File: src/inc/scec_consts.svh
// Purpose: Constants for the signal chain enable control block.
// Assumes: Included by its bare name from design files.
// Notes: Receive mask codes are one-hot, ORed by software.
`ifndef SCEC_CONSTS_SVH
`define SCEC_CONSTS_SVH

// ----------------------------------------
// Receive-side mask codes
// ----------------------------------------
`define SCEC_RX_ALL_OFF_CODE 12'h000
`define SCEC_RX1_BIT 0
`define SCEC_ORX1_BIT 4
`define SCEC_LB12_BIT 8
`define SCEC_LB34_BIT 9

// ----------------------------------------
// Transmit-side mask codes
// ----------------------------------------
`define SCEC_TX_ALL_OFF_CODE 4'h0
`define SCEC_TX_ALL_ON_CODE 4'hF

// ----------------------------------------
// Reset values
// ----------------------------------------
`define SCEC_RX_MASK_RESET 12'h000
`define SCEC_TX_MASK_RESET 4'h0
`define SCEC_MODE_RESET 1'b0

`endif

File: src/inc/scec_pkg.sv
// Purpose: Types for the signal chain enable control block.
// Assumes: Nothing beyond the constants header.
// Notes: Observation modes are plain enumerations.
package scec_pkg;

  // ----------------------------------------
  // Observation pin modes
  // ----------------------------------------
  typedef enum logic [2:0] {
    SCEC_OBS_SINGLE_1PIN = 3'h0,
    SCEC_OBS_SINGLE_2PIN = 3'h1,
    SCEC_OBS_SINGLE_3PIN = 3'h2,
    SCEC_OBS_DUAL_2PIN = 3'h3,
    SCEC_OBS_DUAL_4PIN = 3'h4
  } scec_obs_mode_t;

  // Control pins from the baseband controller
  typedef struct packed {
    logic [3:0] rx_en;
    logic [3:0] tx_en;
    logic obs_ctrl_pin_first;
    logic obs_ctrl_pin_second;
    logic obs_ctrl_pin_third;
    logic obs_ctrl_pin_fourth;
  } scec_pins_t;

  // Per-group control source: 1 = pin control
  typedef struct packed {
    logic tx_pin;
    logic rx_pin;
    logic obs_pin;
  } scec_src_t;

  // Software preselection of observation inputs (index 0..3)
  typedef struct packed {
    logic [1:0] first_sel;
    logic [1:0] second_sel;
  } scec_obs_pre_t;

  // Path enables driven to the signal chains
  typedef struct packed {
    logic [3:0] rx;
    logic [3:0] tx;
    logic [3:0] obs;
    logic [1:0] loopback;
  } scec_enables_t;

  // Control state machine
  typedef enum logic [1:0] {
    SCEC_ST_REG = 2'b01,
    SCEC_ST_MIXED = 2'b10
  } scec_state_t;

endpackage

File: src/design/scec_top.sv
// Purpose: Power-up and power-down control of transmit, receive and observation chains.
// Assumes: All inputs synchronous to ref_clk_i; mask write is a one-cycle strobe.
// Notes: Enables are registered, so they follow pins one clock later and mask or source writes two clocks later.
`include "scec_consts.svh"

// Behaviour
// [RULE1] Masks are ORed codes enabling set paths
// [RULE2] Mask enables hold until next write
// [RULE3] All-off receive code disables receive, observation
// [RULE4] Code enables loopback of transmit one/two
// [RULE5] Code enables loopback of transmit three/four
// [RULE6] Transmit mask: off, singles, all-on
// [RULE7] Pin control: chain follows its pin
// [RULE8] One-pin: first pin enables preselected input
// [RULE9] Two-pin: second pin picks preassigned input
// [RULE10] Three-pin: select zero picks input one
// [RULE11] Selects one, two, three pick inputs two-four
// [RULE12] Pins ignored in register control; writes ignored otherwise
// [RULE13] Register control after reset
// [RULE14] Dual two-pin: first, third enable preassigned inputs
// [RULE15] Dual four-pin: enables plus selects, four inputs
module scec_top
  import scec_pkg::*;
(
  input wire logic ref_clk_i,
  input wire logic resetn_i,
  input wire logic mask_write_i,
  input wire logic [11:0] receive_path_mask_i,
  input wire logic [3:0] transmit_path_mask_i,
  input wire logic src_write_i,
  input wire scec_src_t src_i,
  input wire scec_obs_mode_t obs_mode_i,
  input wire scec_obs_pre_t obs_pre_i,
  input wire scec_pins_t pins_i,
  output scec_enables_t enables_o,
  output scec_src_t src_o,
  output logic [11:0] receive_path_mask_o,
  output logic [3:0] transmit_path_mask_o,
  output logic pin_control_o
);

  // ----------------------------------------
  // State
  // ----------------------------------------
  logic [11:0] rx_mask;
  logic [11:0] next_rx_mask;
  logic [3:0] tx_mask;
  logic [3:0] next_tx_mask;
  scec_src_t src;
  scec_src_t next_src;
  scec_state_t state;
  scec_state_t next_state;
  scec_enables_t enables;
  scec_enables_t next_enables;
  logic [3:0] obs_pin_en;

  // ----------------------------------------
  // Observation pin decode
  // ----------------------------------------
  scec_obs_pin_decode u_obs_decode (
    .mode_i(obs_mode_i),
    .pre_i(obs_pre_i),
    .pin_first_i(pins_i.obs_ctrl_pin_first),
    .pin_second_i(pins_i.obs_ctrl_pin_second),
    .pin_third_i(pins_i.obs_ctrl_pin_third),
    .pin_fourth_i(pins_i.obs_ctrl_pin_fourth),
    .obs_en_o(obs_pin_en)
  );

  // ----------------------------------------
  // Control source and masks
  // ----------------------------------------
  always_comb
  begin
    next_src = src;
    next_rx_mask = rx_mask;
    next_tx_mask = tx_mask;
    if (src_write_i)
    begin
      next_src = src_i;
    end
    // Masks held between writes; a write only reaches register-controlled groups
    if (mask_write_i)
    begin
      if (!src.rx_pin)
      begin
        next_rx_mask[3:0] = receive_path_mask_i[3:0]; // [RULE2] [RULE12]
      end
      // Observation bits follow the observation group's own source
      if (!src.obs_pin)
      begin
        next_rx_mask[11:4] = receive_path_mask_i[11:4]; // [RULE2] [RULE12]
      end
      if (!src.tx_pin)
      begin
        next_tx_mask = transmit_path_mask_i; // [RULE2] [RULE12]
      end
    end
    next_state = (next_src == 3'b000) ? SCEC_ST_REG : SCEC_ST_MIXED;
  end

  always_ff @(posedge ref_clk_i or negedge resetn_i)
  begin
    if (!resetn_i)
    begin
      src <= 3'b000; // [RULE13]
      state <= SCEC_ST_REG; // [RULE13]
      rx_mask <= `SCEC_RX_MASK_RESET;
      tx_mask <= `SCEC_TX_MASK_RESET;
    end
    else
    begin
      src <= next_src;
      state <= next_state;
      rx_mask <= next_rx_mask;
      tx_mask <= next_tx_mask;
    end
  end

  // ----------------------------------------
  // Path enables
  // ----------------------------------------
  always_comb
  begin
    next_enables = '0;
    // Each set code bit enables exactly its path; all-off leaves all clear
    if (src.rx_pin)
    begin
      next_enables.rx = pins_i.rx_en; // [RULE7] [RULE12]
    end
    else
    begin
      next_enables.rx = rx_mask[`SCEC_RX1_BIT +: 4]; // [RULE1] [RULE3]
    end
    if (src.tx_pin)
    begin
      next_enables.tx = pins_i.tx_en; // [RULE7] [RULE12]
    end
    else
    begin
      next_enables.tx = tx_mask; // [RULE1] [RULE6]
    end
    if (src.obs_pin)
    begin
      next_enables.obs = obs_pin_en; // [RULE12]
    end
    else
    begin
      next_enables.obs = rx_mask[`SCEC_ORX1_BIT +: 4]; // [RULE1] [RULE3]
      next_enables.loopback[0] = rx_mask[`SCEC_LB12_BIT]; // [RULE4]
      next_enables.loopback[1] = rx_mask[`SCEC_LB34_BIT]; // [RULE5]
    end
  end

  always_ff @(posedge ref_clk_i or negedge resetn_i)
  begin
    if (!resetn_i)
    begin
      enables <= '0;
    end
    else
    begin
      enables <= next_enables;
    end
  end

  // ----------------------------------------
  // Outputs
  // ----------------------------------------
  always_comb
  begin
    enables_o = enables;
    src_o = src;
    receive_path_mask_o = rx_mask;
    transmit_path_mask_o = tx_mask;
    // One-hot: the mixed-state bit is the flag itself
    pin_control_o = state[1];
  end

endmodule

File: src/design/scec_obs_pin_decode.sv
// Purpose: Decode observation control pins into observation input enables.
// Assumes: Pins synchronous to the reference clock.
// Notes: Purely combinational; the top registers the result.
`include "scec_consts.svh"

module scec_obs_pin_decode
  import scec_pkg::*;
(
  input wire scec_obs_mode_t mode_i,
  input wire scec_obs_pre_t pre_i,
  input wire logic pin_first_i,
  input wire logic pin_second_i,
  input wire logic pin_third_i,
  input wire logic pin_fourth_i,
  output logic [3:0] obs_en_o
);

  function automatic logic [3:0] scec_onehot(input logic [1:0] idx);
    scec_onehot = 4'h1 << idx;
  endfunction

  always_comb
  begin
    obs_en_o = 4'h0;
    case (mode_i)
      SCEC_OBS_SINGLE_1PIN:
      begin
        // Low disables every observation path
        if (pin_first_i)
        begin
          obs_en_o = scec_onehot(pre_i.first_sel); // [RULE8]
        end
      end
      SCEC_OBS_SINGLE_2PIN:
      begin
        if (pin_first_i)
        begin
          obs_en_o = pin_second_i ? scec_onehot(pre_i.first_sel)
                                  : scec_onehot(pre_i.second_sel); // [RULE9]
        end
      end
      SCEC_OBS_SINGLE_3PIN:
      begin
        if (pin_first_i)
        begin
          obs_en_o = scec_onehot({pin_third_i, pin_second_i}); // [RULE10] [RULE11]
        end
      end
      SCEC_OBS_DUAL_2PIN:
      begin
        obs_en_o = (pin_first_i ? scec_onehot(pre_i.first_sel) : 4'h0)
                 | (pin_third_i ? scec_onehot(pre_i.second_sel) : 4'h0); // [RULE14]
      end
      SCEC_OBS_DUAL_4PIN:
      begin
        // First pin covers inputs one/two, third pin inputs three/four
        obs_en_o = (pin_first_i ? scec_onehot({1'b0, pin_second_i}) : 4'h0)
                 | (pin_third_i ? scec_onehot({1'b1, pin_fourth_i}) : 4'h0); // [RULE15]
      end
      default:
      begin
        obs_en_o = 4'h0;
      end
    endcase
  end

endmodule

File: config.mk
export PLATFORM = sky130hd
export DESIGN_NAME = scec_top
export DESIGN_NICKNAME = d
export VERILOG_FILES = /design/src/inc/scec_pkg.sv /design/src/design/scec_top.sv /design/src/design/scec_obs_pin_decode.sv
export VERILOG_INCLUDE_DIRS = /design/src /design/src/inc
export SDC_FILE = /design/constraint.sdc
export NUM_CORES = 1
export LEC_CHECK = 0
export ABC_AREA = 1
export BUFFER_PORTS_ARGS = -buffer_cell sky130_fd_sc_hd__buf_2
export CAP_MARGIN = 5
export CORE_ASPECT_RATIO = 0.7
export CORE_UTILIZATION = 45
export CTS_BUF_LIST = sky130_fd_sc_hd__clkbuf_8 sky130_fd_sc_hd__clkbuf_16
export CTS_CLUSTER_DIAMETER = 150
export CTS_CLUSTER_SIZE = 12
export DETAILED_ROUTE_END_ITERATION = 16
export PLACE_DENSITY = 0.8
export REMOVE_ABC_BUFFERS = 1
export SKIP_LAST_GASP = 1
export SYNTH_ARGS = -nofsm -noshare
export SYNTH_HDL_FRONTEND = slang
export SYNTH_SLANG_ARGS = --single-unit
File: constraint.sdc
create_clock -name ref_clk_i -period 1.4 [get_ports ref_clk_i]
set_input_delay 0.14 -clock ref_clk_i [delete_from_list [all_inputs] [get_ports ref_clk_i]]
set_output_delay 0.14 -clock ref_clk_i [all_outputs]
set_load 0.02 [all_outputs]
# After elaboration in Yosys (flattened, before gate mapping)
# Index checks and enable logic that the tools add are counted.
[classes]
eq_ne = 4
shift = 5
muxes = 14
bitwise_logic = 5
n_reduce_logical = 5
[op_table]
columns = ["cell", "count"]
rows = [
  ["$mux W4", 10],
  ["$pmux W4 S5", 1],
  ["$shl A1 B2 Y4 const A", 4],
  ["$or A4 B4 Y4", 2],
  ["$eq A3 B2 Y1 const B", 2],
  ["$logic_not A3 Y1", 2],
  ["$reduce_and A2 Y1", 3],
  ["$mux W2", 2],
  ["$shl A1 B1 Y4 const A", 1],
  ["$eq A3 B1 Y1 const B", 1],
  ["$eq A3 B3 Y1 const B", 1],
  ["$mux W3", 1],
  ["$not A1 Y1", 3],
]
[totals]
ff_bits = 35
in_bits = 42
wordCells = 44

# Logic depth before layout (Yosys ltp)
[depth]
ltp_word = 5
ltp_mapped = 10
mapped_depth_nobuf = 10

# Cells and area by module
# A second synthesis with hierarchy kept.
[unflattened]
hier_cells = 243
area_unflattened_um2 = 1766.7
[modules_own_cells]
columns = ["mod", "instances", "cells_per_inst", "area_per_inst_um2", "seq_area_each_um2"]
rows = [
  ["scec_top", 1, 148, 1356.3, 850.8],
  ["scec_obs_pin_decode", 1, 95, 410.4, 0.0],
]

# Least setup slack after synthesis
# Ideal clock, no wire load.
[synth_timing]
kind = "reg-to-reg"
from = "reg src (netlist bit src_o[1])"
to = "reg rx_mask[2] (netlist: receive_path_mask_o[2])"
t_arrival_ns = 1.124
setup_slack_ns = 0.152
stages_incl_launch_ff = 4
synth_period_minus_slack_ns = 1.248
path_cell_list = "dfrtp_1 -> inv_1 -> nand2_1 -> mux2_2"
[synth_via]
elab_chain_cells = 2
[synth_lines]
columns = ["item", "line", "text"]
rows = [
  ["start, declared", "scec_top.sv:49", "scec_src_t src;"],
  ["start signal, assigned", "scec_top.sv:113", "src <= next_src;"],
  ["$not A1 Y1 (no line)", "-", ""],
  ["$reduce_and A2 Y1 (no line)", "-", ""],
  ["end signal, assigned", "scec_top.sv:108", "rx_mask <= `SCEC_RX_MASK_RESET;"],
  ["end signal, assigned", "scec_top.sv:115", "rx_mask <= next_rx_mask;"],
  ["end, declared", "scec_top.sv:45", "logic [11:0] rx_mask;"],
]
# Every way passes these cells.
# A chain may end at the register's enable or synchronous reset.

# Worst setup path after layout
[layout_timing]
from = "reg src (netlist bit src_o[0])"
to = "reg rx_mask[11] (netlist: receive_path_mask_o[11])"
# Same word-level chain as after synthesis.

==> metrics.md <==
| Metric | Value |
|---|---|
| First-pass GRT wire length | 6000 um |
| Number of nets still failing antenna checks after routing | 0 |
| Class of the tightest hold or removal check | in -> reg |
| Via Count | 1539 |
| Number of warnings reported in the yosys synthesis log | 0 |
| Final Wtd Congestion | 0.857 |
| Capturing element of the worst setup path | receive_path_mask_o[11]$_DFFE_PN0P_ |
| Setup slack of the most critical reg-to-reg path | 0.16 ns |
| Clock period minus worst slack | between 1 and 1.5 ns |
| TritonCTS buffer count | 5 |
| Total of endpoints with negative setup slack in the final report | 0 |
| DR pass1 iterations | 4 |
| DP Area | 2090 um2 |
| Remaining max-slew budget at the tightest pin | 72.6% |
| Diodes inserted | 0 |
| Height of the die | 52.5 um |
| Power per cell area | 1360 nW/um2 |
| Unrepaired setup endpoints after global routing | no |
| Vias in the first global route | 1359 |
| Post-synthesis cell area | 1640 um2 |
| Pin count of the biggest net entering global routing | 35 |
| Worst r2r src | src_o[0]$_DFF_PN0_ |
| Gr ovfl total | 0 |
| Period utilization | a little under 90% |
| Die ar. | 3890 um2 |
| Average wire per cell in the routed design | 10.8 um |
| Initial Utilization | around 49% |
| Cell types with the largest area share after synthesis | sky130_fd_sc_hd__dfrtp_1 (52%), sky130_fd_sc_hd__nand2_1 (18%), sky130_fd_sc_hd__inv_1 (5.3%), sky130_fd_sc_hd__mux2_2 (4.8%), sky130_fd_sc_hd__nor2_1 (4.3%) |
| Final hold violations | 0 |
| Post-synth top cells | sky130_fd_sc_hd__nand2_1 (80), sky130_fd_sc_hd__dfrtp_1 (34), sky130_fd_sc_hd__inv_1 (23), sky130_fd_sc_hd__nor2_1 (19), sky130_fd_sc_hd__nand3_1 (10) |
| Worst setup path category | reg -> reg |
| Top Ports | 76 |
| Number of input and output port buffers inserted | between 70 and 80 |
| Clock latency at the later pin of the worst-skew pair | 0.28 ns |
| Average via count per standard cell | 4.58 |
| H-tree depth | 2 |
| Worst IR drop on VDD | between 0.8 and 0.9 mV |
| Cell chosen for the clock root | sky130_fd_sc_hd__clkbuf_8 |
| R2R cell count | 3 |
| Dominant cell type by area after synthesis | sky130_fd_sc_hd__dfrtp_1 |
| Critical-path maximum fanout | 10 |
| Core ar. | approximately 3300 um2 |
| Overall global routing resource usage | 21.1% |
| Net count, final | 330 |
| Detailed Place HPWL | 2910 um |
| Primary FF master, synth | sky130_fd_sc_hd__dfrtp_1 |
| Clock slew seen by the registers of the worst setup and hold paths | approximately 0.070 ns |
| Critical path data required time | roughly 1.6 ns |
| Count of unique library cells instantiated by Yosys | 18 |
| Portion of the post-synthesis area used by sequential elements | 51.9% |
| Post-synthesis average cell area | 8.08 um2 |
| Total of max-cap violations | 0 |
| Number of violations reported at the end of detailed-routing iteration 0 | 110 |
| Final clock skew | about 0.011 ns |
| Placement Rows | 17 |
| Final cell area excluding filler cells | 2240 um2 |
| Width of the die | around 74 um |
| Count leader, synth | sky130_fd_sc_hd__nand2_1 |
| Number of antenna violations at the first check in global routing | 0 |
| Total negative setup slack | 0 ns |
| Fraction of layout cells with a size suffix above 1 | a little over a third |
| Leak Pwr | 1.30 nW |
| First element of the critical path | src_o[0]$_DFF_PN0_ |
| Synth async-reset ratio | 100% |
| Post-synth top area share | between 50% and 60% |
| Maximum clock frequency | 804 MHz |
| Post-cts sizing count | 0 |
| Outcome | finished, final reports clean |
| Actual slew at the worst max-slew pin | 0.411 ns |
| Critical path startpoint category | register |
| Sort of element at the end of the critical path | register |
| Clock sinks | 34 |
| Worst r2r dst | receive_path_mask_o[11]$_DFFE_PN0P_ |
| Number of design rule violations left after detail routing | 0 |
| Gate count of the mapped netlist | just over 200 |
| CTS tree | yes |
| Overall routed net length | about 3600 um |
| Max clock buf depth | 2 |
| EDFF count, synth | 0 |
| Critical path data arrival time | 1.40 ns |
| Area growth syn-to-layout | 36.7% |
| Max-slew violation count | 0 |
| Post-synthesis sequential element count | 34 |
-- where the power goes --
part	switching, mW	internal [mW]
Clock	0.343	0.760
Combinational	0.458	0.267
Sequential	0.0862	1.14
-- layout make-up --
cell class                      instances  area (um2)
Fill cell                             291        1080
Inverter                               27         101
Sequential cell                        34         851
Timing Repair Buffer                   78         400
Multi-Input combinational cell        142         688
Clock inverter                          2        60.1
Clock buffer                            6        82.6
Tap cell                               47        58.8
-- cell usage in the layout, fill, tap and decap left out, drive strengths merged --
cell | Yosys | routed
buf | 0 | 77
clkbuf | 0 | 6
nor2 | 23 | 23
nand2 | 83 | 83
a21oi | 4 | 4
bufinv | 0 | 2
nor3 | 2 | 2
o21ai | 6 | 6
dlygate4sd3 | 0 | 1
inv | 27 | 27
dfrtp | 34 | 34
nand4 | 2 | 2
nand3 | 10 | 10
mux2 | 12 | 12
-- state kept, by name (all words and copies together) (netlist names) --
signal                count
state                     1
receive_path_mask_o      12
transmit_path_mask_o      4
src_o                     3
enables_o                14
-- worst min path at each step --
stage / from / end / cells past startpoint
after global placement: resetn_i / receive_path_mask_o[0]$_DFFE_PN0P_ / 2
after detailed placement: resetn_i / receive_path_mask_o[0]$_DFFE_PN0P_ / 2
after CTS: pins_i[10] / enables_o[12]$_DFF_PN0_ / 3
after global routing: pins_i[11] / enables_o[13]$_DFF_PN0_ / 3
after floorplan: resetn_i / enables_o[0]$_DFF_PN0_ / 0
final: pins_i[11] / enables_o[13]$_DFF_PN0_ / 3
-- layer usage --
| metal | wire [um] | vias up | track usage (%) |
|---|---|---|---|
| met4 | 19 | 0 | 2.88 |
| met1 | 1790 | 700 | 29.7 |
| met2 | 1620 | 45 | 32.0 |
| li1 | - | 792 | - |
| met5 | 0 | - | 0 |
| met3 | 218 | 2 | 7.31 |
-- cell families (layout without fill, tap and decap cells) --
group / after synthesis / count (layout) / synth area share, %
simple gates: 120 / 120 / 30.7
compound gates: 10 / 10 / 3.05
mux: 12 / 12 / 8.24
buf+inv: 27 / 113 / 6.18
flops: 34 / 34 / 51.9
-- per-stage QoR --
step / worst slack [ns] / total power [mW] / hold WS, ns / cells / utilization [%]
global placement: 0.233 / 1.96 / 0.183 / 327 / 63.0
finish: 0.157 / 3.05 / 0.0553 / 336 / 67.6
global route: 0.0738 / 3.21 / 0.0462 / 336 / 67.6
floorplan: 0.152 / 1.65 / -0.156 / 203 / -
CTS: 0.171 / 3.07 / 0.0530 / 336 / 67.6
detailed placement: 0.185 / 1.97 / 0.187 / 327 / 63.0
-- critical path: stages (launching register included) --
cell	delay [ns]
sky130_fd_sc_hd__dfrtp_1	0.51
sky130_fd_sc_hd__inv_2	0.12
sky130_fd_sc_hd__nand2_4	0.14
sky130_fd_sc_hd__mux2_2	0.34
-- repair_timing --
| action | in CTS | in global routing |
|---|---|---|
| hold buffers | 1 | 0 |
| buffers inserted | 0 | 0 |
| setup endpoints to repair | 0 | 0 |
| endpoints found under the hold margin | 34 | 0 |
Note: power is estimated with default switching activity, not from simulation.
